## config.mk

```make
export PLATFORM = sky130hd
export DESIGN_NAME = swsm_mon
export DESIGN_NICKNAME = d
export VERILOG_FILES = /design/src/swsm_pkg.sv /design/src/swsm_filt.sv /design/src/swsm_mon.sv
export SDC_FILE = /design/constraint.sdc
export NUM_CORES = 1
export LEC_CHECK = 0
export BUFFER_PORTS_ARGS = -buffer_cell sky130_fd_sc_hd__buf_2
export CAP_MARGIN = 20
export CORE_MARGIN = 2
export CORE_UTILIZATION = 56
export DETAILED_ROUTE_END_ITERATION = 6
export PLACE_DENSITY_LB_ADDON = 0.05
export SYNTH_ARGS = -nofsm -noshare
export SYNTH_HDL_FRONTEND = slang
export SYNTH_SLANG_ARGS = --single-unit
export TNS_END_PERCENT = 10
```

## constraint.sdc

```tcl
create_clock -name clk_i -period 4.64 [get_ports clk_i]
set_input_delay 0 -clock clk_i [delete_from_list [all_inputs] [get_ports clk_i]]
set_output_delay 0 -clock clk_i [all_outputs]
set_load 0.05 [all_outputs]
```

## src/swsm_pkg.sv

```systemverilog
// package for the swing arm safety monitor: thresholds, timing, carriers
// assumes a 125 MHz system clock and unsigned position samples
package swsm_pkg;
   localparam int ADC_W = 12;
   // position thresholds in sample codes
   localparam logic [ADC_W-1:0] POS_MIN   = 12'h080;
   localparam logic [ADC_W-1:0] POS_MAX   = 12'hf80;
   localparam logic [ADC_W-1:0] AGREE_TOL = 12'h040;
   localparam logic [ADC_W-1:0] RET_ZONE  = 12'h200;
   localparam logic [ADC_W-1:0] DEP_ZONE  = 12'he00;
   // largest change per check interval
   localparam logic [ADC_W-1:0] RATE_SLOW = 12'h004;
   localparam logic [ADC_W-1:0] RATE_FAST = 12'h010;
   // zone codes on the two zone signals
   localparam logic [1:0] ZONE_MID = 2'h0;
   localparam logic [1:0] ZONE_RET = 2'h1;
   localparam logic [1:0] ZONE_DEP = 2'h2;
   // timing
   localparam int CLK_HZ      = 125_000_000;
   localparam int HB_HZ       = 100;
   localparam int HB_HALF_CYC = CLK_HZ / (2 * HB_HZ);
   localparam int CHECK_US    = 1000;
   localparam int CHECK_CYC   = CLK_HZ / 1_000_000 * CHECK_US;
   localparam int STALE_US    = 100;
   localparam int STALE_CYC   = CLK_HZ / 1_000_000 * STALE_US;
   localparam int STAT_MS     = 100;
   localparam int STAT_CYC    = CLK_HZ / 1000 * STAT_MS;
   localparam int FILT_LG     = 2;
   // sample pair from the converters
   typedef struct packed {
      logic             va;
      logic             vb;
      logic [ADC_W-1:0] a;
      logic [ADC_W-1:0] b;
   } swsm_smp_t;
   // status datagram payload
   typedef struct packed {
      logic [31:0]      dest_ip;
      logic [15:0]      dest_port;
      logic             motor_on;
      logic             brakes_on;
      logic [1:0]       zone;
      logic             halted;
      logic             armed;
      logic [ADC_W-1:0] pos_a;
      logic [ADC_W-1:0] pos_b;
   } swsm_stat_t;
   typedef enum logic [1:0] {ST_WAIT, ST_RUN, ST_HALT} swsm_state_t;
endpackage

```

## src/swsm_filt.sv

```systemverilog
// moving average filter for one position channel
// assumes samples arrive as one-cycle valid strobes on clk_i
`timescale 1ns/1ps
module swsm_filt #(
   parameter int LG = swsm_pkg::FILT_LG
) (
   input  wire logic                       clk_i,
   input  wire logic                       nrst_i,
   input  wire logic                       vld_i,
   input  wire logic [swsm_pkg::ADC_W-1:0] smp_i,
   output logic      [swsm_pkg::ADC_W-1:0] avg_o,
   output logic                            full_o
);
   import swsm_pkg::*;
   localparam int N = 1 << LG;
   if (LG < 1 || LG > 6) $error("filter depth out of range");
   logic [ADC_W-1:0]    buf_reg [N];
   logic [ADC_W-1:0]    buf_next [N];
   logic [ADC_W+LG-1:0] sum_reg, sum_next;
   logic [LG-1:0]       ptr_reg, ptr_next;
   logic [LG:0]         cnt_reg, cnt_next;
   logic [ADC_W-1:0]    avg_reg, avg_next;
   // running sum: add newest, drop oldest
   always_comb begin
      buf_next = buf_reg;
      sum_next = sum_reg;
      ptr_next = ptr_reg;
      cnt_next = cnt_reg;
      if (vld_i) begin
         buf_next[ptr_reg] = smp_i;
         sum_next = sum_reg + (ADC_W+LG)'(smp_i)
                  - (ADC_W+LG)'(buf_reg[ptr_reg]);
         ptr_next = ptr_reg + 1'b1;
         if (cnt_reg != (LG+1)'(N))
            cnt_next = cnt_reg + 1'b1;
      end
      avg_next = sum_next[ADC_W+LG-1:LG];
   end
   always_ff @(posedge clk_i or negedge nrst_i) begin
      if (!nrst_i) begin
         for (int i = 0; i < N; i++)
            buf_reg[i] <= '0;
         sum_reg <= '0;
         ptr_reg <= '0;
         cnt_reg <= '0;
         avg_reg <= '0;
      end else begin
         buf_reg <= buf_next;
         sum_reg <= sum_next;
         ptr_reg <= ptr_next;
         cnt_reg <= cnt_next;
         avg_reg <= avg_next;
      end
   end
   assign avg_o  = avg_reg;
   assign full_o = (cnt_reg == (LG+1)'(N));
endmodule // swsm_filt

```

## src/swsm_mon.sv

```systemverilog
// top of the swing arm safety monitor: checks, heartbeat, zones, status
// assumes converter samples on clk_i; status words go to a udp framer
`timescale 1ns/1ps
// Functional notes
// sample both positions, power and brake inputs
// toggle heartbeat near 100 Hz while safe
// outside electronics cut power when heartbeat stops
// drive two zone signals: retract, deploy, between
// heartbeat independent of zone output use
// halt heartbeat on position disagreement
// halt heartbeat on position out of range
// halt heartbeat on zone-dependent excess rate
// halt heartbeat when the check loop stalls
// fixed logic, runs right after reset
// filter noisy samples before checking
// periodic status words only while link up
// heartbeat static until first full pass
module swsm_mon #(
   parameter int          HB_HALF   = swsm_pkg::HB_HALF_CYC,
   parameter int          CHECK     = swsm_pkg::CHECK_CYC,
   parameter int          STALE     = swsm_pkg::STALE_CYC,
   parameter int          STAT      = swsm_pkg::STAT_CYC,
   parameter logic [31:0] DEST_IP   = 32'hc0a8_0001, // arbitrary
   parameter logic [15:0] DEST_PORT = 16'h1388       // arbitrary
) (
   input  wire logic                 clk_i,
   input  wire logic                 nrst_i,
   input  wire swsm_pkg::swsm_smp_t  smp_i,
   input  wire logic                 motor_on_i,
   input  wire logic                 brakes_on_i,
   input  wire logic                 link_up_i,
   output logic                      hb_o,
   output logic [1:0]                zone_o,
   output logic                      halted_o,
   output logic                      stat_vld_o,
   output swsm_pkg::swsm_stat_t      stat_o
);
   import swsm_pkg::*;
   if (HB_HALF < 2 || CHECK < 2 || STALE < 2 || STAT < 2)
      $error("timing counts too small");
   if (CHECK >= HB_HALF) $error("check interval must beat heartbeat");

   // absolute difference of two positions
   function automatic logic [ADC_W-1:0] absd(input logic [ADC_W-1:0] x,
                                             input logic [ADC_W-1:0] y);
      return (x > y) ? x - y : y - x;
   endfunction
   // zone code for a position
   function automatic logic [1:0] zone_of(input logic [ADC_W-1:0] p);
      if (p < RET_ZONE) return ZONE_RET;
      if (p > DEP_ZONE) return ZONE_DEP;
      return ZONE_MID;
   endfunction

   logic [ADC_W-1:0] fa, fb;
   logic             full_a, full_b;
   // noise filtering of both channels
   swsm_filt u_filt_a (.clk_i(clk_i), .nrst_i(nrst_i), .vld_i(smp_i.va),
      .smp_i(smp_i.a), .avg_o(fa), .full_o(full_a));
   swsm_filt u_filt_b (.clk_i(clk_i), .nrst_i(nrst_i), .vld_i(smp_i.vb),
      .smp_i(smp_i.b), .avg_o(fb), .full_o(full_b));

   // pin synchronisers: value taken when stages two and three agree
   logic [2:0] s1_reg, s2_reg, s3_reg, pin_reg, pin_next;
   always_comb begin
      pin_next = pin_reg;
      for (int i = 0; i < 3; i++)
         if (s2_reg[i] == s3_reg[i])
            pin_next[i] = s3_reg[i];
   end
   always_ff @(posedge clk_i or negedge nrst_i) begin
      if (!nrst_i) begin
         s1_reg  <= '0;
         s2_reg  <= '0;
         s3_reg  <= '0;
         pin_reg <= '0;
      end else begin
         s1_reg  <= {link_up_i, brakes_on_i, motor_on_i};
         s2_reg  <= s1_reg;
         s3_reg  <= s2_reg;
         pin_reg <= pin_next;
      end
   end

   // check loop state
   swsm_state_t      st_reg, st_next;
   logic [31:0]      chk_cnt_reg, chk_cnt_next;
   logic [31:0]      hb_cnt_reg, hb_cnt_next;
   logic [31:0]      sa_reg, sa_next, sb_reg, sb_next;
   logic [31:0]      stc_reg, stc_next;
   logic [ADC_W-1:0] pa_reg, pa_next, pb_reg, pb_next;
   logic             prev_reg, prev_next, seen_reg, seen_next;
   logic             hb_reg, hb_next, sv_reg, sv_next;
   logic             halt_reg, halt_next;
   logic [1:0]       zone_reg, zone_next;
   swsm_stat_t       stat_reg, stat_next;
   logic             tick, stale, e_agree, e_range, e_rate, pass;
   logic [ADC_W-1:0] lim;

   // check conditions: stale acts in any cycle, the others at each loop tick
   always_comb begin
      tick    = (chk_cnt_reg == 32'(CHECK - 1));
      stale   = (sa_reg == 32'(STALE - 1)) || (sb_reg == 32'(STALE - 1));
      e_agree = absd(fa, fb) > AGREE_TOL;
      e_range = (fa < POS_MIN) || (fa > POS_MAX) ||
                (fb < POS_MIN) || (fb > POS_MAX);
      lim     = (zone_of(fa) == ZONE_MID) ? RATE_FAST : RATE_SLOW;
      e_rate  = prev_reg && ((absd(fa, pa_reg) > lim) ||
                             (absd(fb, pb_reg) > lim));
      pass    = full_a && full_b && !stale && !e_agree && !e_range && !e_rate;
   end

   // loop sequencing, heartbeat, zones and status
   always_comb begin
      st_next      = st_reg;
      chk_cnt_next = tick ? '0 : chk_cnt_reg + 32'h0000_0001;
      sa_next      = smp_i.va ? '0 : (stale ? sa_reg : sa_reg + 32'h0000_0001);
      sb_next      = smp_i.vb ? '0 : (stale ? sb_reg : sb_reg + 32'h0000_0001);
      pa_next      = pa_reg;
      pb_next      = pb_reg;
      prev_next    = prev_reg;
      seen_next    = seen_reg;
      hb_next      = hb_reg;
      hb_cnt_next  = hb_cnt_reg;
      zone_next    = zone_reg;
      stc_next     = (stc_reg == 32'(STAT - 1)) ? '0 : stc_reg + 32'h0000_0001;
      sv_next      = 1'b0;
      stat_next    = stat_reg;
      if (tick) begin
         pa_next   = fa;
         pb_next   = fb;
         prev_next = full_a && full_b;
         zone_next = zone_of(fa);
         if (pass)
            seen_next = 1'b1;
      end
      case (st_reg)
         ST_WAIT: begin
            if (tick && pass && prev_reg) begin
               st_next     = ST_RUN;
               hb_cnt_next = '0; // arming tick already counts as a pass
            end
         end
         ST_RUN: begin
            hb_cnt_next = hb_cnt_reg + 32'h0000_0001;
            if ((tick && !pass) || stale)
               st_next = ST_HALT;
            else if (hb_cnt_reg == 32'(HB_HALF - 1)) begin
               hb_cnt_next = '0;
               seen_next   = tick && pass; // a pass now is not lost
               if (seen_reg)
                  hb_next = !hb_reg;
               else
                  st_next = ST_HALT;
            end
         end
         ST_HALT: st_next = ST_HALT; // latched until reset
         default: st_next = ST_HALT;
      endcase
      halt_next = (st_next == ST_HALT);
      // status word independent of protection path
      if (stc_reg == 32'(STAT - 1) && pin_reg[2]) begin
         sv_next   = 1'b1;
         stat_next = '{dest_ip: DEST_IP, dest_port: DEST_PORT,
                       motor_on: pin_reg[0], brakes_on: pin_reg[1],
                       zone: zone_reg, halted: (st_reg == ST_HALT),
                       armed: (st_reg != ST_WAIT), pos_a: fa, pos_b: fb};
      end
   end

   always_ff @(posedge clk_i or negedge nrst_i) begin
      if (!nrst_i) begin
         st_reg      <= ST_WAIT;
         chk_cnt_reg <= '0;
         hb_cnt_reg  <= '0;
         sa_reg      <= '0;
         sb_reg      <= '0;
         stc_reg     <= '0;
         pa_reg      <= '0;
         pb_reg      <= '0;
         prev_reg    <= 1'b0;
         seen_reg    <= 1'b0;
         hb_reg      <= 1'b0;
         zone_reg    <= ZONE_MID;
         sv_reg      <= 1'b0;
         halt_reg    <= 1'b0;
         stat_reg    <= '0;
      end else begin
         st_reg      <= st_next;
         chk_cnt_reg <= chk_cnt_next;
         hb_cnt_reg  <= hb_cnt_next;
         sa_reg      <= sa_next;
         sb_reg      <= sb_next;
         stc_reg     <= stc_next;
         pa_reg      <= pa_next;
         pb_reg      <= pb_next;
         prev_reg    <= prev_next;
         seen_reg    <= seen_next;
         hb_reg      <= hb_next;
         zone_reg    <= zone_next;
         sv_reg      <= sv_next;
         halt_reg    <= halt_next;
         stat_reg    <= stat_next;
      end
   end

   // outputs straight from flops; zone path never feeds protection
   assign hb_o       = hb_reg;
   assign zone_o     = zone_reg;
   assign halted_o   = halt_reg;
   assign stat_vld_o = sv_reg;
   assign stat_o     = stat_reg;
endmodule // swsm_mon

```

* Word-level counts from Yosys, hierarchy flattened *
Cells that the tools add are included.

cells by class
  $add $sub $neg = 19
  multiply operators = 0
  div/mod/pow operators = 0
  order comparisons = 16
  eq/ne operators = 18
  shifts and indexed selects = 0
  mux-type cells = 50
  bitwise gates (word level) = 3
  reduce and logical (&&, ||, !) cells = 32

operator list
  operator                                                                        number
  32-bit two-way mux                                                              9
  32-bit by 1-bit adder with 32-bit output, second input constant                 5
  12-bit two-way mux                                                              9
  48-bit bitwise mux                                                              2
  12-bit subtractor                                                               6
  32-bit by 14-bit equality test with 1-bit output, second input constant         2
  32-bit one-hot mux with 2 select lines                                          1
  12-bit binary-select mux with 2-bit select                                      2
  12-bit demux with 2-bit select                                                  2
  12-bit > comparator                                                             3
  12-bit > comparator, second input constant                                      3
  32-bit by 17-bit equality test with 1-bit output, second input constant         1
  32-bit by 20-bit equality test with 1-bit output, second input constant         1
  32-bit by 24-bit equality test with 1-bit output, second input constant         1
  14-bit by 12-bit adder with 14-bit output                                       2
  14-bit by 12-bit subtractor with 14-bit output                                  2
  12-bit by 5-bit > comparator with 1-bit output                                  2
  12-bit by 8-bit less-than comparator with 1-bit output, second input constant   2
  2-bit two-way mux                                                               10
  14-bit two-way mux                                                              1
  12-bit by 7-bit > comparator with 1-bit output, second input constant           1
  1-bit logical AND                                                               12
  12-bit by 10-bit less-than comparator with 1-bit output, second input constant  1
  1-bit two-way mux                                                               12
  other kinds (20)                                                                46

storage, ports and cells
  register bits after elaboration = 371
  bits in latches = 0
  RAM bits = 0
  ROM bits = 0
  bits of input ports = 31
  output and inout port bits = 83
  word-level logic and storage cells = 183
  memories = 0

* Longest topological paths before layout *
Gate-level depths: netlist (run 1).

  word-level depth = 18
  mapped depth = 20
  gate-level depth less buffers = 19

* Cells and area by module *
From an unflattened synthesis (run 1), not the netlist that was laid out.

unflattened totals
  cells, all modules = 2442
  area total of the unflattened synthesis = 22674.2 um2

modules (own cells, without submodules)
  module                 times used  cells each  area an instance (um2)  seq. area each (um2)
  swsm_mon               1           1668        14913.1                 5905.7
  swsm_filt at u_filt_b  1           388         3907.5                  1676.6
  swsm_filt at u_filt_a  1           386         3853.7                  1676.6

* Worst setup path before layout (run 1) *
Ideal clock, no wire load.

  kind = register to register
  start point = register u_filt_a.avg_reg[1] (netlist: u_filt_a.avg_o[1])
  end point = register hb_cnt_reg[5]
  setup time = 0.134 ns
  arrival time = 4.337 ns
  required time = 4.506 ns
  slack = 0.169 ns
  cell stages (with the launch flop) = 19
  clock period less this slack = 4.471 ns
  path through = dfrtp_1 inv_1 fa_1 nand3b_1 a21oi_1 nor3_1 nor2_1 mux2i_1 xnor2_1 ha_1 a21oi_1 a32oi_1 a221o_1 nor4_1 nand4b_1 or3_4 a21oi_4 buf_4 o211ai_1

on the way
  longest elaborated chain between the ends = 17

ends and longest elaborated chain
  what                                                               line                              text
  start: declaration                                                 swsm_filt.sv:22                   logic [ADC_W-1:0] avg_reg, avg_next;
  start signal: assignment                                           swsm_filt.sv:52                   avg_reg <= avg_next;
  12-bit > comparator                                                swsm_mon.sv:51                    if (p > DEP_ZONE) return ZONE_DEP;
  1-bit two-way mux (2 in a row)                                     swsm_mon.sv:51
  2-bit two-way mux                                                  swsm_mon.sv:52                    return ZONE_MID;
  2-bit two-way mux                                                  swsm_mon.sv:51
  2-bit logical NOT                                                  swsm_mon.sv:107                   lim = (zone_of(fa) == ZONE_MID) ? RATE_FAST : RATE_SLOW;
  5-bit two-way mux                                                  swsm_mon.sv:107
  12-bit by 5-bit > comparator with 1-bit output (on tied branches)  swsm_mon.sv:108, swsm_mon.sv:109
  1-bit logical OR                                                   swsm_mon.sv:108                   e_rate = prev_reg && ((absd(fa, pa_reg) > lim) ||
  1-bit logical AND                                                  swsm_mon.sv:108
  1-bit logical NOT                                                  swsm_mon.sv:110                   pass = full_a && full_b && !stale && !e_agree && !e_range && !e_rate;
  1-bit logical AND (*)                                              swsm_mon.sv:110
  1-bit logical NOT                                                  swsm_mon.sv:146                   if ((tick && !pass) || stale)
  1-bit logical AND                                                  swsm_mon.sv:146
  1-bit logical OR                                                   swsm_mon.sv:146
  32-bit two-way mux                                                 swsm_mon.sv:146
  32-bit one-hot mux with 2 select lines                             swsm_mon.sv:137                   case (st_reg)
  end signal: assignment                                             swsm_mon.sv:191                   hb_cnt_reg <= hb_cnt_next;
  end: declaration                                                   swsm_mon.sv:88                    logic [31:0] hb_cnt_reg, hb_cnt_next;

Mark *: on every way between the ends. The rest lies on a longest branch, timed or not. The select of a mux whose other input is x is not followed.
A chain may end at the register's enable or synchronous reset.

* Worst setup path after layout (run 1) *
  start point = register u_filt_a.avg_reg[0] (netlist: u_filt_a.avg_o[0])
  end point = register hb_cnt_reg[5]

The elaborated chain is that of the path after synthesis.

==> results of run 1 <==
==> cell families (layout without fill, tap and decap cells) <==
kind of cell,count (synthesis),count (layout),share of synthesized area
AOI/OAI and AO/OA,512,512,0.137
DFF,370,370,0.419
adders and majority gates,155,155,0.0976
xor gates and xnor gates,155,155,0.0614
and+or+nand+nor,812,812,0.177
muxes,64,64,0.0433
buffers and inverters,322,457,0.0648
other,1,37,0.000170
==> layout make-up <==
type	instances	share of cell area
tap	518	0.0258
timing repair buffer	190	0.0560
sequential	370	0.369
inverter	190	0.0284
multi-input combinational	1735	0.465
clock inverter	11	0.00468
clock buffer	66	0.0520
==> power breakdown <==
group          internal [uW]  switching (uW)
combinational           4260            5470
sequential              3840             384
clock                   2040            1330
total                  10100            7180
==> routing by layer <==
| metal | routed length (um) | up-vias | global-route usage |
|---|---|---|---|
| met5 | 0 | - | 0 |
| met4 | 1880 | 0 | 0.103 |
| met3 | 2260 | 112 | 0.0334 |
| met2 | 24000 | 375 | 0.417 |
| met1 | 24300 | 8462 | 0.368 |
| li1 | - | 8435 | - |
==> final timing paths <==
check	from	endpoint	cells after the start
hold / removal	nrst_i	stc_reg[18]	2
max in group asynchronous	nrst_i	sb_reg[0]	3
hold reg to reg	s1_reg[2]	s2_reg[2]	0
min in group clk_i	brakes_on_i	s1_reg[1]	2
setup reg to reg	u_filt_a.avg_o[0]	hb_cnt_reg[5]	16
setup / recovery	u_filt_a.avg_o[0]	hb_cnt_reg[5]	16
==> synthesized netlist by cell type, types with 6 or more instances <==
cell type	instances	area, um^2
a211oi_1	6	45.0
a21boi_0	12	90.1
a21o_1	13	97.6
a21oi_1	111	556
a31oi_1	18	113
and3_1	36	225
and4_1	6	52.6
buf_1	9	33.8
buf_4	51	383
clkbuf_1	66	248
dfrtp_1	370	9260
fa_1	30	601
ha_1	122	1530
inv_1	190	713
mux2_2	14	158
mux2i_1	26	260
mux4_2	24	541
nand2_1	282	1060
nand2b_1	31	194
nand3_1	74	370
nand3b_1	12	90.1
nand4_1	42	263
nor2_1	173	649
nor2b_1	19	119
nor3_1	34	170
nor4_1	27	169
nor4b_1	6	52.6
nor4bb_1	6	60.1
o211ai_1	15	113
o21a_1	16	120
o21ai_0	246	1230
o21bai_1	8	60.1
o22ai_1	7	43.8
o31ai_1	6	45.0
or2_2	10	62.6
or3_1	29	181
or4_1	7	52.6
xnor2_1	90	788
xor2_1	65	569
==> repair_timing <==
item	CTS	global route
hold endpoints to repair	216	0
cloned	0	2
pin swaps	0	13
endpoints found under the setup margin	32	37
setup buffers	0	8
gates resized for setup	1	25
hold buffers	30	0
==> stage by stage <==
| step | power, uW | cell area (um^2) | hold WS [ns] |
|---|---|---|---|
| 2_1_floorplan | 11100 | 22200 | -0.296 |
| 3_3_place_gp | 13400 | 23200 | 0.110 |
| 3_5_place_dp | 13600 | 23200 | 0.110 |
| 4_1_cts | 17100 | 24900 | 0.0598 |
| 5_1_grt | 18800 | 25100 | 0.0872 |
| 6_report | 17300 | 25100 | 0.0730 |
==> results.md, run 1 <==
- Status: finished clean
- Worst hold path class: input port to asynchronous set/reset pin
- Distinct cells, synth: 84
- Clock Skew: 0.0196 ns
- Crit-path max cell delay: 0.57 ns
- Initial antenna violation count: 0
- Starting Density: 0.569
- Die Ht: 203 um
- Pwr dens: 690 nW/um^2
- Finished Layout Cells: 3,080
- Crit path max-delay family: simple AND/OR/NAND/NOR gates
- Syn Inst Count: 2,391
- CTS Buf Count: 43
- Max Cap Violations: 0
- Vias in the first global route: 17.1k
- Antenna viol nets, final: 0
- Core box area: 38,800 um^2
- Synth async-reset ratio: 1.00
- Critical Path End Type: flop
- Layout cells sized above 1: 0.123
- F_max: about 0.22 GHz
- Worst path bufs/invs: 3
- Clock sinks: 370
- RSZ-0062 raised after global routing: true
- Yosys warning count: 0
- DR vias/cell: ~5.6
- Clock Path Buffers: 3
- WL/cell: between 15 and 20 um
- Top_reg_cell synth: dfrtp_1
- Period utilization: 0.968
- Crit-path cells: inv_1 > buf_4 > ha_1 > fa_1 > nand2b_1 > a211oi_2 > o211a_2 > o21ai_4 > mux2i_1 > or4_1 > o22ai_2 > nand4_1 > or3_4 > a21oi_4 > clkbuf_16 > o211ai_1
- Die width: 203 um
- Sequential share of the synthesized area: 0.419
- Fin nets: 2,713
- DRC Markers: 0
- # setup viols final: 0
- Syn Std Cell Area: between 20,000 and 25,000 um^2
- Die area: 41,100 um^2
- Average cell area after synthesis: 9.25 um^2
- Port Buffer Count: 76
- Worst-path clk slew: 0.06 ns
- First-pass GRT wire length: just under 90,000 um
- Synth-to-layout area growth: 13.6%
- Crit path max-delay cell type: or4_1
- Worst path required time: about 5 ns
- Peak supply drop: 0.000455 V
- Number of flops mapped to enable cells by yosys: 0
- Root Driver: clkbuf_16
- Worst Max-Slew Pin Slew: 0.856 ns
- CP Launch Type: flop
- Post-placement cell count: 2,962
- Number of diodes: 0
- Via count: ~17k
- GRT overflow: 0
- Max_slew headroom: 0.429
- Crit path arrival time: 4.92 ns
- Fillers: 3,267
- Fin Setup TNS: 0 ns
- Most common cell after layout, fill and taps aside: dfrtp_1
- FF+latch count, synth: 370
- Slew Viols, Final: 0
- Final Critical Period: about 4.5 ns
- Hpwl dp: 37,000 um
- Clock latency on the worst-skew pair: 0.57 ns
- Worst Setup Path Type: flop to flop
- Pre-CTS WS: -0.0429 ns
- Multi-input logic area: about 12,000 um^2
- Initial DRT Pass Iterations: 7
- Total GRT Usage: 0.262
- H-tree depth: 2
- FP Rows: 72
- Leakage: about 0.012 uW
- Most frequent cells in the layout: 369 x dfrtp_1, 281 x nand2_1, 243 x o21ai_0
- R2R setup slack: between 0.1 and 0.15 ns
- # IOs: 114
- Peak fanout along the critical path: 16
- Final Core Density: 0.647
- Drt initial violations: 1,083
- Routability Congestion: 0.926
- Final hold vios: 0
- Largest net degree at the start of global routing: 120
- FF/Latch Area: 9260 um^2
- Post-Route WL: 52,500 um
- Post-route setup slack: 0.149 ns
- CTS tree: done
Note: power is estimated with default switching activity, not from simulation.
==> inputs of run 2 (changes only) <==
CORE_ASPECT_RATIO = 1.25   (was not set)
CORE_UTILIZATION = 57   (was 56)
HOLD_SLACK_MARGIN = 0.08   (was not set)
SYNTH_HIERARCHICAL = 1   (was not set)
==> results.md, run 2 <==
- Distinct cells, synth: 97 (+15%)
- Core box area: 39,200 um^2 (+1.0%)
- Clock latency on the worst-skew pair: 0.56 ns (about the same)
- CP Launch Type: flop
- Final Critical Period: 4.41 ns (-0.0765 ns)
- Average cell area after synthesis: 9.29 um^2 (+0.40%)
- F_max: 0.227 GHz (+1.7%)
- Top post-synthesis cells by area: dfrtp_1 41%, ha_1 6.5%, o21ai_0 4.9%
- Synth cell count leaders: 370 x dfrtp_1, 283 x nand2_1, 224 x o21ai_0
- Hpwl dp: 39,100 um (+5.6%)
- Max_slew headroom: 0.333 (-0.0963)
- Number of diodes: 0 (unchanged)
- Slew Viols, Final: 0 (unchanged)
- Fin nets: 2,744 (+1.1%)
- Clock Path Buffers: 3 (unchanged)
- Initial antenna violation count: 0 (unchanged)
- Routability Congestion: 0.923 (-0.25%)
- Layout cells sized above 1: 0.128 (+0.00537)
- Synth async-reset ratio: 1.00 (unchanged)
- Drt initial violations: 964 (-11%)
- FF+latch count, synth: 370 (unchanged)
- Crit path max-delay cell type: o32a_1
- DRC Markers: 0 (unchanged)
- Root Driver: clkbuf_16
- Worst path bufs/invs: 3 (unchanged)
- Sequential share of the synthesized area: 0.408 (-0.0104)
- Crit path max-delay family: compound AO/OA/AOI/OAI gates
- Syn Inst Count: 2,442 (+2.1%)
- Max Cap Violations: 0 (unchanged)
- Worst path required time: 5.08 ns (about the same)
- Critical Path End Type: flop
- Fillers: 3,261 (-0.18%)
- Die Ht: 227 um (+12%)
- Number of flops mapped to enable cells by yosys: 0 (unchanged)
- Most frequent cells in the layout: 370 x dfrtp_1, 282 x nand2_1, 222 x o21ai_0
- Syn Std Cell Area: 22,700 um^2 (+2.5%)
- CTS tree: done
- Worst-path clk slew: 0.06 ns (about the same)
- Finished Layout Cells: 3,093 (+0.42%)
- Antenna viol nets, final: 0 (unchanged)
- CTS Buf Count: 40 (-7.0%)
- Die width: 182 um (-10%)
- Crit-path max cell delay: 0.37 ns (-0.20 ns)
- Most frequent cell after synthesis: dfrtp_1
- FP Rows: 81 (+13%)
- Area share of the largest cell type after synthesis: 0.408 (-0.0104)
- # setup viols final: 0 (unchanged)
- Synth-to-layout area growth: 12.3%
- Final hold vios: 0 (unchanged)
- Leakage: 0.0120 uW (+3.4%)
- Clock sinks: 370 (unchanged)
- Starting Density: 0.578 (+0.00863)
- DP Area: 23,600 um^2 (+2.1%)
- Peak supply drop: 0.000374 V (-18%)
- Crit-path cells: inv_1 > ha_1 > fa_2 > nand2b_4 > a21oi_4 > o21ai_2 > a21oi_2 > buf_4 > nor2_1 > a21oi_1 > xnor2_1 > ha_1 > nor2_1 > or3_1 > a22o_1 > o32a_1 > o41ai_4 > a311o_2 > buf_12 > nor3_1 > a211o_1
- Vias in the first global route: 17.4k (+2.0%)
- Clock Skew: 0.0180 ns (-0.00164 ns)
- Total GRT Usage: 0.262 (about the same)
- Status: finished clean
- GRT overflow: 0 (unchanged)
- Post-Route WL: 53,700 um (+2.3%)
- H-tree depth: 2 (unchanged)
- Die area: 41,400 um^2 (+0.76%)
- Worst Setup Path Type: flop to flop
- Largest net degree at the start of global routing: 139 (+16%)
- # IOs: 114 (unchanged)
- Peak fanout along the critical path: 15 (-1)
- Most common cell after layout, fill and taps aside: dfrtp_1
- Initial DRT Pass Iterations: 5 (-2)
- Fin area: 25,500 um^2 (+1.4%)
- Synth area leader: dfrtp_1
- Port Buffer Count: 76 (unchanged)
- Period utilization: 0.951 (-0.0165)
- Yosys warning count: 6 (+6)
- WL/cell: 17.4 um (+1.9%)
- Top_reg_cell synth: dfrtp_1
- Worst Max-Slew Pin Slew: 0.997 ns (+0.141 ns)
- DR vias/cell: 5.73 (+1.5%)
- Pwr dens: 709 nW/um^2 (+2.8%)
- Via count: 17.7k (+2.0%)
- Crit path arrival time: 4.85 ns (-0.07 ns)
- First-pass GRT wire length: 88,100 um (+0.52%)
- Post-placement cell count: 2,984 (+0.74%)
- Worst hold path class: input port to asynchronous set/reset pin
==> run 2: final timing paths <==
path                                      from  slack [ns]  cells after the start                    to
min reg2reg                          s1_reg[0]        0.35                      0             s2_reg[0]
min                                     nrst_i        0.04                      2            stc_reg[3]
max                        u_filt_a/sum_reg[2]        0.23                     21         hb_cnt_reg[8]
min in group clk_i                   smp_i[12]        0.32                      3  u_filt_a/buf_reg[12]
max in group asynchronous               nrst_i        3.38                      3             sb_reg[1]
max reg2reg                u_filt_a/sum_reg[2]        0.23                     21         hb_cnt_reg[8]
==> run 2: where the power goes <==
part           switching, uW  total [uW]  internal [uW]
sequential               326        4160           3840
combinational           6190       10600           4440
clock                   1330        3250           1920
==> run 2: final cells by class <==
type / count / area [um^2] / area share
Clock buffer: 59 / 1160 / 0.0456
Clock inverter: 13 / 174 / 0.00683
Inverter: 188 / 706 / 0.0277
Multi-Input combinational cell: 1759 / 12000 / 0.472
Sequential cell: 370 / 9260 / 0.364
Tap cell: 498 / 623 / 0.0245
Timing Repair Buffer: 206 / 1530 / 0.0602
==> run 2: through the flow <==
| step | setup TNS, ns | util | total power [uW] | hold WS [ns] | worst slack, ns |
|---|---|---|---|---|---|
| final | 0 | 0.649 | 18000 | 0.0356 | 0.226 |
| after global routing | -0.000242 | 0.649 | 19500 | 0.111 | -0.000242 |
| after CTS | 0 | 0.646 | 18000 | 0.0834 | 0.0115 |
| after detailed placement | -0.0833 | 0.603 | 14600 | 0.0813 | -0.0212 |
| after global placement | 0 | 0.603 | 14400 | 0.0697 | 0.0809 |
| after floorplan | 0 | - | 12000 | -0.296 | 0.00249 |
==> run 2: per-layer routing <==
layer  wire, um  share of wire  global-route usage
met1      23500           0.44               0.343
met2      26300           0.49               0.456
met3       2090          0.039              0.0307
met4       1710          0.032              0.0892
met5          0              0                   0
==> run 2: cells by family (layout without fill, tap and decap cells) <==
group	count (synthesis)	after routing	share of synthesized area
AND/OR/NAND/NOR	825	825	0.177
AO/OA/AOI/OAI	523	523	0.146
flip-flops	370	370	0.408
buffers and inverters	349	466	0.0723
XOR/XNOR	157	157	0.0606
adder cells (fa/ha/maj)	151	151	0.0929
multiplexers	66	66	0.0434
other	1	37	0.000165
==> run 2: repair_timing <==
| action | 4_1_cts | 5_1_grt |
|---|---|---|
| gates cloned | 0 | 2 |
| resized for setup | 0 | 15 |
| setup buffers | 1 | 1 |
| hold buffers | 33 | 0 |
| setup endpoints to repair | 7 | 36 |
| pin swaps | 1 | 8 |
| endpoints found under the hold margin | 226 | 0 |
==> inputs of run 3 (changes only) <==
ABC_AREA = 1   (was not set)
==> results.md, run 3 <==
- GRT overflow: 0 (unchanged)
- Critical Path End Type: flop
- FF+latch count, synth: 370 (unchanged)
- Leakage: 0.0140 uW (+17%)
- Crit-path max cell delay: 0.41 ns (+0.04 ns)
- Worst Max-Slew Pin Slew: 1.06 ns (+0.0620 ns)
- Core box area: 43,900 um^2 (+12%)
- Clock Skew: 0.0229 ns (+0.00492 ns)
- Pwr dens: 688 nW/um^2 (-3.0%)
- Routability Congestion: 0.983 (+6.5%)
- CTS tree: done
- Synth async-reset ratio: 1.00 (unchanged)
- DP Area: 25,800 um^2 (+9.0%)
- Crit path max-delay cell type: dfrtp_1
- Top_reg_cell synth: dfrtp_1
- # IOs: 114 (unchanged)
- Crit path arrival time: 4.64 ns (-0.21 ns)
- Met3 Track Usage GR: 0.0318 (+0.00108)
- Peak supply drop: 0.000476 V (+27%)
- Fin Setup TNS: 0 ns (unchanged)
- CTS Buf Count: 41 (+2.5%)
- WL/cell: 16.2 um (-6.7%)
- Synth-to-layout area growth: 8.50%
- RSZ-0062 raised after global routing: false
- Antenna viol nets, final: 0 (unchanged)
- F_max: 0.238 GHz (+5.2%)
- Layout cells sized above 1: 0.0713 (-0.0570)
- Clock Path Buffers: 3 (unchanged)
- Busiest metal layer after global routing: met2
- Worst Setup Path Type: flop to flop
- Slew Viols, Final: 0 (unchanged)
- Final Core Density: 0.625 (-0.0241)
- Clock sinks: 370 (unchanged)
- First-pass GRT wire length: 111,000 um (+26%)
- DR vias/cell: 5.51 (-3.9%)
- Final hold vios: 0 (unchanged)
- Largest net degree at the start of global routing: 130 (-6.5%)
- Worst hold path class: input port to asynchronous set/reset pin
- Worst r2r path cells: 24 (+14%)
- Status: finished clean
- Peak fanout along the critical path: 16 (+1)
- Syn Std Cell Area: 25,300 um^2 (+12%)
- FP Rows: 86 (+6.2%)
- Top post-synthesis cells by area: dfrtp_1 37%, nand2_1 13%, inv_1 8.5%
- Fin area: 27,400 um^2 (+7.8%)
- Via count: 23.1k (+30%)
- Die width: 192 um (+5.5%)
- H-tree depth: 2 (unchanged)
- Met2 usage: 0.516 (+0.0598)
- # setup viols final: 0 (unchanged)
- Initial antenna violation count: 3 (+3)
- Fin nets: 3,769 (+37%)
- Post-Route WL: 67,900 um (+26%)
- Sequential share of the synthesized area: 0.366 (-0.0424)
- Period utilization: 0.904 (-0.0472)
- Max Cap Violations: 0 (unchanged)
- Worst-path clk slew: 0.06 ns (about the same)
- Crit-path cells: inv_1 > ha_1 > fa_1 > inv_1 > nand3_1 > nand3_1 > nand2_1 > nand3_2 > nand2_2 > o21ai_1 > xor2_1 > inv_1 > ha_1 > nand2_1 > nor3_1 > nor2_1 > nor2_1 > nand3_1 > nand2_1 > nand2_2 > nor2_4 > nand3_4 > nand3_1 > nand2_1
- Distinct cells, synth: 56 (-42%)
- Most common cell after layout, fill and taps aside: nand2_1
- Final Critical Period: 4.20 ns (-0.219 ns)
- Setup Buffers After CTS: 0 (-1)
- Yosys warning count: 6 (unchanged)
- Number of flops mapped to enable cells by yosys: 0 (unchanged)
- Hpwl dp: 51,200 um (+31%)
- Starting Density: 0.576 (-0.00187)
- Synth area leader: dfrtp_1
- Drt initial violations: 1,625 (+69%)
- M1 GR Usage: 0.385 (+0.0423)
- Die Ht: 240 um (+5.5%)
- Syn Inst Count: 3,535 (+45%)
- Synth cell count leaders: 882 x nand2_1, 573 x inv_1, 370 x dfrtp_1
- Average cell area after synthesis: 7.16 um^2 (-23%)
- Area share of the largest cell type after synthesis: 0.366 (-0.0424)
- Port Buffer Count: 76 (unchanged)
- Die area: 46,100 um^2 (+11%)
- Total chip power: 18,900 uW (+4.6%)
- Initial DRT Pass Iterations: 6 (+1)
- Max_slew headroom: 0.288 (-0.0455)
- Most frequent cell after synthesis: nand2_1
- CP Launch Type: flop
- Vias in the first global route: 22.0k (+26%)
- Most frequent cells in the layout: 881 x nand2_1, 573 x inv_1, 370 x dfrtp_1
- Total GRT Usage: 0.299 (+0.0370)
- Worst path required time: 5.08 ns (about the same)
- Root Driver: clkbuf_16
- DRC Markers: 0 (unchanged)
- Clock latency on the worst-skew pair: 0.57 ns (about the same)
## run 3: cell types whose count changed after synthesis, sizes merged, moves of 60 or more
cell and delta:
nand3 +147, nand2 +616, nor2 +108, inv +414
xnor2 -60, o21ai +61
## run 3: layer usage
layer  vias up  part of all wire
li1      11400                 -
met1     10900              0.43
met2       698              0.48
met3       139             0.047
met4         0             0.038
met5         -                 0
## run 3: final timing paths
check | startpoint | endpoint | slack, ns
worst min-delay path | nrst_i | stc_reg[16] | 0.10
worst max register to register | u_filt_a/sum_reg[2] | hb_cnt_reg[9] | 0.44
max in group asynchronous | nrst_i | u_filt_b/cnt_reg[0] | 3.87
min in group clk_i | smp_i[10] | u_filt_b/buf_reg[34] | 0.33
worst max-delay path | u_filt_a/sum_reg[2] | hb_cnt_reg[9] | 0.44
worst min register to register | s1_reg[0] | s2_reg[0] | 0.35
## run 3: repair_timing
| item | CTS | global route |
|---|---|---|
| hold endpoints to repair | 267 | 0 |
| resized for setup | 0 | 5 |
| setup endpoints to repair | 0 | 32 |
| hold buffers | 34 | 0 |
## run 3: final cells by class
cell class / count / area [um^2]
multi-input cells: 2441 / 13000
clock buffers: 55 / 1190
diodes: 1 / 2.50
clock inverters: 16 / 125
repair buffers: 128 / 908
fillers: 3982 / 16500
inverters: 608 / 2280
flip-flops and latches: 370 / 9260
well taps: 572 / 716
## run 3: cells by family (layout without fill, tap and decap cells)
kind of cell               Yosys count  count (layout)  share of synthesized area
and+or+nand+nor                   1693            1694                      0.294
buffers and inverters              761             807                      0.128
AOI/OAI and AO/OA                  492             492                      0.105
DFF                                370             370                      0.366
adders and majority gates          151             151                     0.0833
xor gates and xnor gates            67              67                     0.0232
other                                1              38                   0.000148
## run 3: power by group
part / switching [uW] / internal (uW) / leakage [uW] / total, uW
sequential: 446 / 3820 / 0.00490 / 4270
clock: 1350 / 1850 / 0.000656 / 3210
combinational: 7530 / 3870 / 0.00847 / 11400
## run 3: stage by stage
stage,hold WS [ns],std cells,setup WS (ns)
after floorplan,-0.296,3571,1.12
after global placement,0.0356,4084,0.547
after detailed placement,0.0429,4084,0.418
after CTS,0.0986,4189,0.415
after global routing,0.142,4191,0.0142
final,0.105,4191,0.445
## run 3: worst max-delay path: cells and delay by family, from the launching register on
kind / cells / cell delay (ns)
fa+ha+maj: 3 / 0.93
buf+inv: 3 / 0.32
compound gates: 1 / 0.22
simple gates: 16 / 2.00
xor+xnor: 1 / 0.17
flops: 1 / 0.41
